===== config.mk =====
export PLATFORM = sky130hd
export DESIGN_NAME = seg_source_flat
export DESIGN_NICKNAME = d
export VERILOG_FILES = /design/src/hdl/seg_pkg.sv /design/src/hdl/seg_link_if.sv /design/src/hdl/seg_source.sv /design/src/flat_wrapper.sv
export SDC_FILE = /design/constraint.sdc
export NUM_CORES = 1
export LEC_CHECK = 0
export BUFFER_PORTS_ARGS = -buffer_cell sky130_fd_sc_hd__buf_2
export CORE_MARGIN = 8
export CORE_UTILIZATION = 54
export DETAILED_ROUTE_END_ITERATION = 10
export HOLD_SLACK_MARGIN = 0.02
export MAX_ROUTING_LAYER = met4
export PLACE_DENSITY = 0.73
export SETUP_SLACK_MARGIN = 0.05
export SYNTH_ARGS = -nofsm -noshare
export SYNTH_HDL_FRONTEND = slang
export SYNTH_SLANG_ARGS = --single-unit

===== constraint.sdc =====
create_clock -name CLK -period 3 [get_ports CLK]
set_input_delay 0.15 -clock CLK [delete_from_list [all_inputs] [get_ports CLK]]
set_output_delay 0.15 -clock CLK [all_outputs]
set_load 0.05 [all_outputs]

===== src/hdl/seg_pkg.sv =====
// constants shared by both ends of the serial segment link
// assumes one 100 MHz clock and a synchronous active-low reset at each end
// How it works
// RULE1: only data and clock lines carry frames
// RULE2: source sends start one then 35 bits
// RULE3: 36th clock high copies bits to latches
// RULE4: following clock low clears shift stages
// RULE5: clear spares first stage master half
// RULE6: source always sends full 36 clocks
// RULE7: power-on reset clears shifts and latches
// RULE8: start bit plus clock resumes reception
// RULE9: first data bit drives output one
// RULE10: latched one turns segment on
// RULE11: outputs change only when bit differs
// RULE12: enable variant drops 35th output
// RULE13: serial clock no faster than 0.5MHz
// RULE14: shift stages hold bits while idle
// RULE15: inactive enable ignores clock and data; here only rises are gated, so a fall after a load still clears the stages
// RULE16: data sampled on rising clock edge
package seg_pkg;
  localparam int DATA_BITS  = 35;
  localparam int FRAME_BITS = 36;
  localparam int CNT_W      = 6;
  localparam logic [CNT_W-1:0] CNT_LAST = 6'h23;
  localparam int CLK_MHZ    = 100;
  // serial clock ceiling in kHz
  localparam int SCLK_MAX_KHZ = 500;
  // half period of serial clock in system cycles, rounded up
  localparam int HALF_CYC = (CLK_MHZ * 1000 + 2 * SCLK_MAX_KHZ - 1) / (2 * SCLK_MAX_KHZ);
  localparam int HALF_W   = 7;
  localparam logic [HALF_W-1:0] HALF_LAST = HALF_W'(HALF_CYC - 1);
  localparam int BUF_DEPTH = 2;
endpackage


===== src/hdl/seg_link_if.sv =====
// two-wire serial link between data source and segment driver
// assumes both ends share the system clock
`timescale 1ns/1ps
interface seg_link_if;
  logic sdata;
  logic sclk;
  modport source (output sdata, output sclk);
  modport driver (input sdata, input sclk);
endinterface


===== src/hdl/seg_source.sv =====
// data source end: buffers frames and shifts them out on the two-wire link
// assumes the driver samples data on the rising serial clock
`timescale 1ns/1ps
module seg_source (
  input  wire logic                         CLK,
  input  wire logic                         NRST,
  input  wire logic [seg_pkg::DATA_BITS-1:0] WORD,
  input  wire logic                         WORD_VALID,
  output logic                              WORD_READY,
  output logic                              BUSY,
  seg_link_if.source                        link
);
  typedef enum logic [1:0] {IDLE, LOW, HIGH} st_t;
  // ************************************************
  // two-entry buffer
  // ************************************************
  logic [seg_pkg::DATA_BITS-1:0] mem_r [seg_pkg::BUF_DEPTH];
  logic [1:0] cnt_r;
  logic       wp_r;
  logic       rp_r;
  wire        buf_valid = (cnt_r != 2'h0);
  wire        pop;
  wire        push = WORD_VALID && WORD_READY;
  assign WORD_READY = (cnt_r != 2'h2);
  always_ff @(posedge CLK) begin
    if (!NRST) begin
      cnt_r <= 2'h0;
      wp_r  <= 1'b0;
      rp_r  <= 1'b0;
    end else begin
      if (push) begin
        mem_r[wp_r] <= WORD;
        wp_r        <= ~wp_r;
      end
      if (pop) rp_r <= ~rp_r;
      cnt_r <= cnt_r + {1'b0, push} - {1'b0, pop};
    end
  end
  // ************************************************
  // serializer
  // ************************************************
  st_t st_r;
  logic [seg_pkg::FRAME_BITS-1:0] sh_r;
  logic [seg_pkg::CNT_W-1:0]      bit_r;
  logic [seg_pkg::HALF_W-1:0]     tm_r;
  logic                           sdata_r;
  logic                           sclk_r;
  wire half_done = (tm_r == seg_pkg::HALF_LAST);
  wire last_bit  = (bit_r == seg_pkg::CNT_LAST);
  assign pop = (st_r == IDLE) && buf_valid;
  always_ff @(posedge CLK) begin
    if (!NRST) begin
      st_r    <= IDLE;
      sh_r    <= '0;
      bit_r   <= '0;
      tm_r    <= '0;
      sdata_r <= 1'b0;
      sclk_r  <= 1'b0;
    end else begin
      unique case (st_r)
        IDLE: begin
          if (buf_valid) begin
            // start one, then bit 1 first; data changes only while clock low
            sh_r    <= {mem_r[rp_r], 1'b1}; // RULE2
            bit_r   <= '0;
            tm_r    <= '0;
            st_r    <= LOW;
          end
        end
        LOW: begin
          sdata_r <= sh_r[0]; // RULE16
          tm_r    <= half_done ? '0 : tm_r + 1'b1;
          if (half_done) begin
            sclk_r <= 1'b1;
            st_r   <= HIGH;
          end
        end
        HIGH: begin
          tm_r <= half_done ? '0 : tm_r + 1'b1;
          // half periods keep the link at or under 0.5MHz
          if (half_done) begin // RULE13
            sclk_r <= 1'b0;
            sh_r   <= sh_r >> 1;
            bit_r  <= bit_r + 1'b1;
            // always the full 36 clocks
            st_r   <= last_bit ? IDLE : LOW; // RULE6
          end
        end
      endcase
    end
  end
  assign link.sdata = sdata_r; // RULE1
  assign link.sclk  = sclk_r;
  assign BUSY = (st_r != IDLE);
endmodule // seg_source


===== src/flat_wrapper.sv =====
// flat-port wrapper written by rule: the top's interface ports become plain ports
module seg_source_flat 
  (CLK, NRST, WORD, WORD_VALID, WORD_READY, BUSY, link_sdata, link_sclk);
  seg_link_if link_i ();
  input  wire logic CLK;
  input  wire logic NRST;
  input  wire logic [seg_pkg::DATA_BITS-1:0] WORD;
  input  wire logic WORD_VALID;
  output logic WORD_READY;
  output logic BUSY;
  output wire logic [$bits(link_i.sdata)-1:0] link_sdata;
  output wire logic [$bits(link_i.sclk)-1:0] link_sclk;
  assign link_sdata = link_i.sdata;
  assign link_sclk = link_i.sclk;
  seg_source u_core (.CLK(CLK), .NRST(NRST), .WORD(WORD), .WORD_VALID(WORD_VALID), .WORD_READY(WORD_READY), .BUSY(BUSY), .link(link_i));
endmodule

[Yosys cells after proc, flatten, opt, wreduce, memory -nomap -nowiden]
Memories as Yosys holds them, arrays and structs flattened. A register that Yosys moved wholly into a read port is not among the register bits.
Cells that the tools add are included.
Word-level totals
  memories: 1
  logic and storage cells: 57
  bits of input ports: 38
  bits in registers: 57
  bits in writable memories: 70
  output and inout bits: 4
Operators by class
  $add $sub $neg: 4
  bitwise gates (word level): 2
  equality and inequality tests: 8
  mux-type cells: 22
  reduce and logical (&&, ||, !) cells: 11
Memories
  u_core.mem_r: words 2, bits a word 35, read ports 1, clocked after memory_dff 1, wr ports 1, RTL line seg_source.sv:17  | logic [seg_pkg::DATA_BITS-1:0] mem_r [seg_pkg::BUF_DEPTH];
Operators with widths (number)
  $mux W36: 2
  $pmux W36 S2: 1
  $mux W7: 2
  $pmux W7 S2: 1
  $mux W6: 2
  $pmux W6 S2: 1
  $reduce_and A3 Y1: 3
  $mux W1: 8
  $reduce_bool A2 Y1: 4
  $add A7 B1 Y7 const B: 1
  $eq A7 B7 Y1 const B: 1
  $add A6 B1 Y6 const B: 1
  $eq A6 B6 Y1 const B: 1
  $mux W2: 3
  $ne A2 B1 Y1 const B: 3
  $pmux W2 S3: 1
  $add A2 B1 Y2: 1
  $eq A2 B1 Y1 const B: 1
  $eq A2 B2 Y1 const B: 1
  $logic_and A1 B1 Y1: 2
  $logic_not A2 Y1: 1
  $ne A2 B2 Y1 const B: 1
  $not A1 Y1: 2
  $pmux W1 S2: 1
  2 further kinds: 2

[Depth between registers and ports, before layout]
Gate-level depths: netlist of run 1.
  depth after elaboration: 5
  gate-level depth with buffers: 10
  mapped depth without buffers: 10

[Least setup slack after synthesis of run 1]
Ideal clock, no wire load.
  path type: reg-to-reg
  from: register u_core.cnt_r[0]
  to: memory u_core.mem_r[0][0] (netlist name) (enable)
  arrival: 2.675 ns
  library setup time: 0.427 ns
  period minus slack after synthesis: 3.102 ns
  setup slack: -0.102 ns
  required time: 2.573 ns
  path buffers: 0
  cell stages (with the launch flop): 5
  cell sequence: dfxtp_1 > nand2b_1 > and2_1 > nand2_1 > nor2_1
Between the ends
  longest elaborated chain between the ends: 5
Ends and longest elaborated chain
  start: declaration: RTL line seg_source.sv:18  | logic [1:0] cnt_r;
  start signal: assignment: RTL line seg_source.sv:36  | cnt_r <= cnt_r + {1'b0, push} - {1'b0, pop};
  $ne A2 B2 Y1: RTL line seg_source.sv:24  | assign WORD_READY = (cnt_r != 2'h2);
  net WORD_READY: RTL line flat_wrapper.sv:9  | output logic WORD_READY;
  $logic_and A1 B1 Y1: RTL line seg_source.sv:23  | wire push = WORD_VALID && WORD_READY;
  net u_core.push: RTL line seg_source.sv:23
  $mux W1: RTL line seg_source.sv:31  | if (push) begin
  $mux W1: RTL line seg_source.sv:26  | if (!NRST) begin
  $mux W1 (implied by the code): RTL line seg_source.sv:32  | mem_r[wp_r] <= WORD;
  end: declaration: RTL line seg_source.sv:17
The timed path passes the listed nets, and every way through them passes these cells.

[Final worst setup path of run 1]
  from: register u_core.st_r[0]
  to: register u_core.sh_r[12] (netlist name)
Between the ends
  longest elaborated chain between the ends: 3
  elaborated cells between the ends (all ways): 7
  those cells by class: eq/ne: 3; mux: 1; reduce/logical: 3
Ends and longest elaborated chain
  start: declaration: RTL line seg_source.sv:42  | st_t st_r;
  start signal: assignment: RTL line seg_source.sv:86  | st_r <= last_bit ? IDLE : LOW;
  $eq A2 B2 Y1 / $logic_not A2 Y1 (equally long branches): RTL line seg_source.sv:60  | unique case (st_r)
  $ne A2 B1 Y1 (no line) / $reduce_bool A2 Y1 (equally long branches)
  $reduce_and A3 Y1 (no line)
  end signal: assignment: RTL line seg_source.sv:64  | sh_r <= {mem_r[rp_r], 1'b1};
  end signal: assignment: RTL line seg_source.sv:83  | sh_r <= sh_r >> 1;
  end: declaration: RTL line seg_source.sv:43  | logic [seg_pkg::FRAME_BITS-1:0] sh_r;
Parallel ways exist; a longest one is shown, timed or not.
A chain may end at the register's enable or synchronous reset.

==> results_dict.tcl, run 1 <==
set metrics [dict create \
    worst_pin_slew_ns 0.8010 \
    worstPathRequired_ns 3.43 \
    synthesis.nets 526 \
    hold_ws_ns 0.2254 \
    hold_class "in2reg" \
    antenna_cells 0 \
    synth_ff_type "edfxtp_1" \
    clock_sinks 128 \
    power_density_nw_per_um2 924.3 \
    postCtsSetupBuffers 0 \
    cts_tree "done" \
    die_area_um2 13390 \
    grt_pass1_wl_mm 17.60 \
    relSlewSlack 0.4660 \
    clockBufferDepth 2 \
    grt_overflow 0 \
    synthCells 480 \
    cts_max_level 4 \
    async_flop_share 0 \
    antenna_found_initial 0 \
    grt_max_degree 89 \
    fillers 750 \
    grt_pass1_vias 3790 \
    top_layer "met4" \
    vias 3733 \
    rsz0062_at_grt "no" \
    synth_area_um2 5370 \
    slew_viol_final 0 \
    setup-tns-final_ns 0 \
    std_cell_rows 36 \
    numCtsBuffers 17 \
    gp_congestion 0.7573 \
    p_leak_nw 2.287 \
    routed_wirelength_mm 10.49 \
    dpl.cell_count 628 \
    clkLatencyLatePin_ns 0.51 \
    drt_first_pass_iters 5 \
    cp.arrival_ns 2.88 \
    start_kind "register" \
    core_um2 9729 \
    synth.top_cell.area_share 0.3914 \
    via_per_inst 5.364 \
    end_kind "register" \
    start_util 0.5520 \
    wl_per_cell_um 15.07 \
    drt-met1-wl_mm 4.453 \
    die_x_um 115.7 \
    drt_iter0_drc 173 \
    synth_seq_area_share 0.6076 \
    yosysUniqueCellTypes 49 \
    ys_warn_count 0 \
    period_minus_slack_ns 2.451 \
    path_class "reg2reg" \
    cts_root_buffer "clkbuf_8" \
    status "complete, no violations" \
    drc 0 \
    fmax_mhz 407.9 \
    synth_top_area_cell "edfxtp_1" \
    synth.avg_cell_area_um2 11.19 \
    hold_viol_final 0 \
    cap_viol_max_count 0 \
    period_share 0.8171 \
    ys_top_cells_by_area "edfxtp_1 39%, dfxtp_1 22%, mux2i_1 7.3%, o21ai_0 5.8%, nand2_1 5.7%" \
    die_h_um 115.7 \
    power.total_w 0.006023 \
    synthToLayoutAreaGrowth_pct 21.34 \
    drive_above_1_share 0.1599 \
    peakVddDrop_v 0.0004363 \
    setup_violations 0 \
    synth-seq-cells 128 \
    stdcell_area_um2 6516 \
    crit_fanout 31 \
    drtAntennaViolNets 0 \
    wl_met2_mm 5.535 \
    synth_edf_count 70 \
    io_buffers 41 \
    grt_usage 0.1737 \
    clkTransAtPathRegs_ns 0.06 \
    dp_hpwl_mm 6.151 \
    worst_clock_skew_ns 0.006530 \
    ioPinCount 42 \
    nNetsFinal 596 \
    dr_wl_met3_um 366 \
    fin_cells 696 \
    place_area_um2 5642 \
]
## final timing paths
path | end | start | slack (ns) | cells after the start
max reg2reg | u_core.sh_r[12] | u_core.st_r[0] | 0.55 | 7
min reg2reg | u_core.sh_r[16] | u_core.sh_r[16] | 0.45 | 2
max | u_core.sh_r[12] | u_core.st_r[0] | 0.55 | 7
min | u_core.wp_r | WORD_VALID | 0.23 | 4
## cell usage in the layout, fill, tap and decap left out, drive strengths merged, types with 10 or more instances in the layout
cell          n
dfxtp        58
clkbuf       20
o21ai        74
clkinv       10
buf          50
mux2i        39
nor2         13
nand4        36
dlygate4sd3  36
nand2        82
edfxtp       70
## critical path, cell delays in order (launching register included)
cell,delay [ns]
dfxtp_1,0.34
inv_1,0.09
ha_2,0.50
nand3b_1,0.19
o21ai_2,0.62
buf_4,0.36
nand4_1,0.12
o21ai_0,0.14
## cells in the mapped netlist (2+ instances only)
library cell and n:
xnor2_1 4, dfxtp_1 58, mux2i_1 39, nand3_1 6, buf_4 4, and3_1 4, nand4_1 36, nor2b_1 5
o22ai_1 2, ha_1 8, xor2_1 6, buf_1 2, o21ai_1 11, nand2_1 82, buf_6 4, o21ai_0 62
a211oi_1 2, inv_1 5, nand2b_1 2, and2_1 5, edfxtp_1 70, buf_2 12, o21a_1 2, nor2_1 12
a21oi_1 2, clkbuf_1 12
## layer usage
| metal | vias to the layer above | GRT usage |
|---|---|---|
| li1 | 1879 | - |
| met1 | 1758 | 0.1922 |
| met2 | 84 | 0.2981 |
| met3 | 12 | 0.03700 |
| met4 | 0 | 0.07433 |
| met5 | - | - |
## flip-flops by register name (all words and copies together), names as in the netlist, named ones only
| register | count |
|---|---|
| u_core.rp_r | 1 |
| u_core.link.sdata | 1 |
| u_core.link.sclk | 1 |
| u_core.mem_r | 70 |
| u_core.bit_r | 6 |
| u_core.cnt_r | 2 |
| u_core.tm_r | 7 |
| u_core.st_r | 2 |
| u_core.sh_r | 36 |
| u_core.wp_r | 1 |
## timing repair
| item | 4_1_cts | 5_1_grt |
|---|---|---|
| hold buffers | 36 | 0 |
| gates resized for setup | 0 | 0 |
| setup endpoints to repair | 0 | 0 |
| hold endpoints to repair | 71 | 0 |
## logic make-up (layout without fill, tap and decap cells)
family | count (synthesis) | count (layout) | share of synthesized area
buffers and inverters | 40 | 123 | 0.03938
DFF | 128 | 128 | 0.6076
xor gates and xnor gates | 10 | 10 | 0.01631
and+or+nand+nor | 164 | 164 | 0.1517
adders and majority gates | 8 | 8 | 0.01864
muxes | 39 | 39 | 0.07269
AOI/OAI and AO/OA | 91 | 91 | 0.09366
## power breakdown
part	switching, W	internal [W]
clock network	0.000707	0.00104
logic	0.00119	0.000663
registers	0.000206	0.00222
total	0.00210	0.00392
## stage by stage
stage	utilization	setup slack (ns)
after floorplan	-	0.4703
after global placement	0.5799	0.7095
after detailed placement	0.5799	0.5992
after CTS	0.6698	0.5714
after global routing	0.6698	0.3512
final	0.6698	0.5486
## area by class of cell
type | instances | area, um2 | area share
inverter | 5 | 18.77 | 0.002880
timing repair buffer | 86 | 645.6 | 0.09908
sequential | 128 | 3264 | 0.5010
clock inverter | 12 | 68.82 | 0.01056
tap | 133 | 166.4 | 0.02554
clock buffer | 20 | 445.4 | 0.06836
multi-input combinational | 312 | 1907 | 0.2926
Power figures use the tool's default switching activity.
==> run 2: changes to the inputs <==
--- a/config.mk
+++ b/config.mk
@@ -5,13 +5,14 @@
 export SDC_FILE = /design/constraint.sdc
 export NUM_CORES = 1
 export LEC_CHECK = 0
+export ABC_AREA = 1
 export BUFFER_PORTS_ARGS = -buffer_cell sky130_fd_sc_hd__buf_2
 export CORE_MARGIN = 8
 export CORE_UTILIZATION = 54
 export DETAILED_ROUTE_END_ITERATION = 10
 export HOLD_SLACK_MARGIN = 0.02
 export MAX_ROUTING_LAYER = met4
-export PLACE_DENSITY = 0.73
+export PLACE_DENSITY = 0.76
 export SETUP_SLACK_MARGIN = 0.05
 export SYNTH_ARGS = -nofsm -noshare
 export SYNTH_HDL_FRONTEND = slang
==> constraint.sdc (replaced) <==
create_clock -name CLK -period 2.2 [get_ports CLK]
set_input_delay 0.11 -clock CLK [delete_from_list [all_inputs] [get_ports CLK]]
set_output_delay 0.11 -clock CLK [all_outputs]
set_load 0.05 [all_outputs]
==> run 2 against run 1 <==
Routed wire length grew 6.6%. Utilization is 1.3 points lower. Count of clock-buffer cells in the layout down 3. Area after synthesis up 2.3%. Maximum frequency is 24% higher. Clock skew up 0.0017 ns. Highest routed layer unchanged.
==> results_dict.tcl, run 2 <==
set metrics [dict create \
    status "complete, no violations" \
    cts_root_buffer "clkbuf_8" \
    async_flop_share 0 \
    drive_above_1_share 0.1466 \
    synth.top_cell.area_share 0.3826 \
    std_cell_rows 37 \
    path_class "reg2reg" \
    synth.avg_cell_area_um2 9.096 \
    slew_viol_final 0 \
    rsz0062_at_grt "no" \
    synth_ff_type "edfxtp_1" \
    postCtsSetupBuffers 0 \
    yosysUniqueCellTypes 26 \
    drtAntennaViolNets 0 \
    die_h_um 116.9 \
    top_register "u_core.mem_r" \
    p_leak_nw 2.759 \
    routed_wirelength_mm 11.18 \
    clock_sinks 128 \
    clkLatencyLatePin_ns 0.52 \
    r2r_setup_slack_ns 0.23 \
    end_kind "register" \
    mostFrequentLayoutCell "nand2_1" \
    cap_viol_max_count 0 \
    wl_per_cell_um 13.55 \
    cp-endpoint "u_core.sh_r[28]" \
    ys_top_cells_by_area "edfxtp_1 38%, dfxtp_1 21%, nand2_1 10%, nand3_1 7.1%, nor2_1 6.5%" \
    via_per_inst 5.114 \
    start_kind "register" \
    synth_area_um2 5494 \
    cts_tree "done" \
    core_um2 10090 \
    synthesis.nets 650 \
    grt_max_degree 50 \
    cts-hold-fix-buffers 37 \
    drc 0 \
    synth_commonest_cells "150 x nand2_1, 95 x nor2_1, 78 x nand3_1, 70 x edfxtp_1, 58 x dfxtp_1" \
    critical_path.startpoint "u_core.st_r[0]" \
    grt_overflow 0 \
    synth-seq-cells 128 \
    dp_hpwl_mm 6.397 \
    reg2reg_from "u_core.st_r[0]" \
    worst_clock_skew_ns 0.008224 \
    crit_fanout 35 \
    antenna_cells 0 \
    io_buffers 41 \
    period_share 0.8957 \
    synth_seq_area_share 0.5939 \
    yosysMostFrequentCell "nand2_1" \
    reg.largest.list "u_core.mem_r: 70 flops, u_core.sh_r: 36 flops, u_core.tm_r: 7 flops" \
    grt_pass1_vias 4041 \
    vias 4219 \
    worstPathRequired_ns 2.65 \
    cp.arrival_ns 2.42 \
    fillers 812 \
    r2r-end "u_core.sh_r[28]" \
    drt_first_pass_iters 5 \
    relSlewSlack 0.5623 \
    hold_viol_final 0 \
    cts_max_level 4 \
    cts_resized 0 \
    die_x_um 116.9 \
    antenna_found_initial 0 \
    ioPinCount 42 \
    synthToLayoutAreaGrowth_pct 20.68 \
    register_area_um2 3263 \
    die_area_um2 13660 \
    start_util 0.5444 \
    hold_class "in2reg" \
    power_density_nw_per_um2 1328 \
    fin_util 0.6570 \
    dpl.cell_count 756 \
    drt_iter0_drc 230 \
    ys_warn_count 0 \
    largest_reg_flops 70 \
    peakVddDrop_v 0.0007234 \
    worst_pin_slew_ns 0.6555 \
    grt_usage 0.1799 \
    multiInputGateArea_um2 1861 \
    final_cell_mix "149 x nand2_1, 94 x nor2_1, 78 x nand3_1" \
    setup_violations 0 \
    ff2ff_path_depth 9 \
    numCtsBuffers 17 \
    synthCells 604 \
    synth_edf_count 70 \
    nNetsFinal 722 \
    clockBufferDepth 2 \
    setup-tns-final_ns 0 \
    period_minus_slack_ns 1.971 \
    grt_pass1_wl_mm 18.58 \
    gp_congestion 0.8259 \
    clkTransAtPathRegs_ns 0.06 \
    fin_cells 825 \
    fmax_mhz 507.4 \
    synth_top_area_cell "edfxtp_1" \
    power.total_w 0.008804 \
]
-- run 2: changes by cell type after synthesis, moves of 6 or more --
cell / previous run / this run
xor2_1: 6 / 0
nor2_1: 12 / 95
clkbuf_1: 12 / 5
inv_1: 5 / 25
mux2i_1: 39 / 0
a21oi_1: 2 / 16
nand4_1: 36 / 2
o21ai_0: 62 / 38
nand3_1: 6 / 78
nand2_1: 82 / 150
-- run 2: cells by family after synthesis --
kind of cell,Yosys count,synth area share
AO/OA/AOI/OAI,61,0.05625
flip-flops,128,0.5939
XOR/XNOR,2,0.003189
adder cells (fa/ha/maj),8,0.01822
AND/OR/NAND/NOR,339,0.2571
buffers and inverters,66,0.07128
-- run 2: per-stage QoR --
stage               cell area [um2]  setup WS (ns)  hold WS, ns
finish                         6630         0.2294       0.3029
global route                   6630        0.07221       0.2989
CTS                            6630         0.2368       0.2955
detailed placement             5720         0.2961       0.3022
global placement               5720         0.3943       0.2969
floorplan                      5515        0.07791       0.2089
-- run 2: layout make-up --
cell class              instances  area share
multi-input cells             410      0.2806
clock buffers                  17     0.06246
repair buffers                 88      0.1019
flip-flops and latches        128      0.4922
well taps                     136     0.02567
clock inverters                15     0.01887
inverters                      31     0.01831
-- run 2: critical path, stage by stage (launching register included) --
cell and delay [ns]:
dfxtp_1 0.36, inv_1 0.09, ha_1 0.25, nand2_2 0.20
inv_2 0.10, nor2_2 0.18, nand2_2 0.20, inv_6 0.27
nor2_1 0.09, nor2_1 0.13
-- run 2: power breakdown --
part	switching (W)	internal [W]	total (W)
combinational	0.00207	0.00104	0.00311
clock	0.00111	0.00142	0.00252
sequential	0.000206	0.00297	0.00317
-- run 2: worst min-delay path by stage --
stage	startpoint	endpoint	slack [ns]	cells after the start
floorplan	WORD[0]	u_core.mem_r[0][0]	0.21	0
global placement	WORD[12]	u_core.mem_r[1][12]	0.30	1
detailed placement	WORD[22]	u_core.mem_r[1][22]	0.30	1
CTS	WORD[29]	u_core.mem_r[0][29]	0.30	2
global route	WORD[29]	u_core.mem_r[1][29]	0.30	2
finish	WORD[29]	u_core.mem_r[0][29]	0.30	2
-- run 2: routing by layer --
metal	vias up	share of wire	wire length, um	track usage
li1	2141	-	-	-
met1	1965	0.42	4745	0.2014
met2	100	0.52	5829	0.3098
met3	13	0.042	469	0.03951
met4	0	0.012	131	0.06741
met5	-	0	0	-
==> run 3: changes to the inputs <==
--- a/config.mk
+++ b/config.mk
@@ -13,7 +13,9 @@
 export HOLD_SLACK_MARGIN = 0.02
 export MAX_ROUTING_LAYER = met4
 export PLACE_DENSITY = 0.76
+export REMOVE_ABC_BUFFERS = 1
 export SETUP_SLACK_MARGIN = 0.05
 export SYNTH_ARGS = -nofsm -noshare
 export SYNTH_HDL_FRONTEND = slang
 export SYNTH_SLANG_ARGS = --single-unit
+export TNS_END_PERCENT = 50
==> constraint.sdc (replaced) <==
create_clock -name CLK -period 2.2 [get_ports CLK]
set_input_delay 0.11 -clock CLK [delete_from_list [all_inputs] [get_ports CLK]]
set_output_delay 0.11 -clock CLK [all_outputs]
set_load 0.01 [all_outputs]
==> run 3 against run 2 <==
Clock skew down 0.00064 ns. Clock power up 21%. Sequential share of layout area down 0.76 points. Total power up 5.5%. Die area unchanged. Non-clock buffer count unchanged. Maximum frequency up 0.95%. Cell count unchanged. Utilization up 1.0 points. Sequential power about the same.
==> results_dict.tcl, run 3 (synthesized netlist as in run 2, its figures left out) <==
set metrics [dict create \
    relSlewSlack 0.5706 \
    antenna_found_initial 0 \
    rsz0062_at_grt "no" \
    drtAntennaViolNets 0 \
    wl_per_cell_um 13.90 \
    fin_ws_ns 0.2479 \
    grt_max_degree 50 \
    clockPowerShare 0.327 \
    top_register "u_core.mem_r" \
    swShare 0.3465 \
    period_minus_slack_ns 1.952 \
    period_share 0.8873 \
    worst_pin_slew_ns 0.6432 \
    cts_root_buffer "clkbuf_8" \
    reg.largest.list "u_core.mem_r: 70 flops, u_core.sh_r: 36 flops, u_core.tm_r: 7 flops" \
    peakVddDrop_v 0.0006999 \
    ioPinCount 42 \
    postCtsSetupBuffers 0 \
    grt_overflow 0 \
    grt_usage 0.1879 \
    largest_reg_flops 70 \
    final_cell_mix "150 x nand2_1, 94 x nor2_1, 78 x nand3_1" \
    dp_hpwl_mm 6.444 \
    die_area_um2 13660 \
    clock_sinks 128 \
    io_buffers 41 \
    die_x_um 116.9 \
    p_int_w 0.006071 \
    fmax_mhz 512.3 \
    nNetsFinal 722 \
    numCtsBuffers 17 \
    clkLatencyLatePin_ns 0.52 \
    hold_ws_ns 0.3129 \
    drive_above_1_share 0.1393 \
    crit_fanout 35 \
    routed_wirelength_mm 11.46 \
    die_h_um 116.9 \
    hold_class "in2reg" \
    drt_first_pass_iters 5 \
    synthToLayoutAreaGrowth_pct 22.57 \
    p_leak_nw 2.814 \
    grt_pass1_vias 4330 \
    clockBufferDepth 2 \
    fillers 793 \
    pre_cts_ws_ns 0.2618 \
    core_um2 10090 \
    start_util 0.5444 \
    std_cell_rows 37 \
    drc 0 \
    cp.arrival_ns 2.40 \
    p_comb_frac 0.329 \
    status "complete, no violations" \
    worstPathRequired_ns 2.65 \
    mostFrequentLayoutCell "nand2_1" \
    cts_tree "done" \
    clkTransAtPathRegs_ns 0.06 \
    drt_iter0_drc 289 \
    switching_power_w 0.003220 \
    via_per_inst 5.135 \
    vias 4236 \
    power.total_w 0.009290 \
    end_kind "register" \
    setup-tns-final_ns 0 \
    start_kind "register" \
    gp_congestion 0.8175 \
    worst_clock_skew_ns 0.007579 \
    hold_viol_final 0 \
    antenna_cells 0 \
    path_class "reg2reg" \
    cap_viol_max_count 0 \
    slew_viol_final 0 \
    cts_max_level 4 \
    fin_util 0.6672 \
    grt_pass1_wl_mm 19.42 \
    power_density_nw_per_um2 1380 \
    seq_power_share 0.344 \
    setup_violations 0 \
]
==> run 3: through the flow <==
step	instances	area (um2)
after floorplan	569	5224
after global placement	756	5724
after detailed placement	756	5724
after CTS	825	6731
after global routing	825	6734
final	825	6734
==> run 3: cell type report <==
| cell class | count | area (um2) | area share |
|---|---|---|---|
| flip-flops and latches | 128 | 3263 | 0.4846 |
| multi-input cells | 410 | 1852 | 0.2750 |
| repair buffers | 88 | 688.2 | 0.1022 |
| clock buffers | 18 | 417.9 | 0.06206 |
| clock inverters | 14 | 219.0 | 0.03252 |
| well taps | 136 | 170.2 | 0.02527 |
| inverters | 31 | 123.9 | 0.01839 |
==> run 3: timing repair <==
| action | in CTS | in global routing |
|---|---|---|
| resized for setup | 0 | 1 |
| hold buffers | 37 | 0 |
| endpoints found under the hold margin | 74 | 0 |
| endpoints found under the setup margin | 0 | 2 |
==> run 3: critical path: stages (launching register included) <==
cell and delay (ns):
dfxtp_1 0.37, inv_1 0.09, ha_1 0.26, nand2_2 0.21, inv_2 0.10, nor2_2 0.18, nand2_2 0.22, inv_8 0.25
nor2_1 0.07, nor2_1 0.12
==> run 3: worst paths after layout <==
check	to	slack (ns)	from	depth (start not counted)
hold / removal	u_core.mem_r[1][32]	0.31	WORD[32]	2
hold reg to reg	u_core.sh_r[1]	0.44	u_core.sh_r[1]	2
setup reg to reg	u_core.sh_r[17]	0.25	u_core.st_r[0]	9
setup / recovery	u_core.sh_r[17]	0.25	u_core.st_r[0]	9
==> run 3: routing by layer <==
layer  global-route usage  wire [um]  vias to the layer above
li1                     -          -                     2139
met1               0.2086       4973                     1961
met2               0.3160       5718                      120
met3              0.04772        619                       16
met4              0.08106        153                        0
met5                    -          0                        -
==> run 3: power by group through the flow <==
| stage | sequential [W] | combinational, W | clock [W] |
|---|---|---|---|
| floorplan | 0.00322 | 0.00208 | 0 |
| global placement | 0.00322 | 0.00284 | 0 |
| detailed placement | 0.00324 | 0.00293 | 0 |
| CTS | 0.00319 | 0.00305 | 0.00306 |
| global route | 0.00325 | 0.00351 | 0.00315 |
| finish | 0.00320 | 0.00305 | 0.00304 |
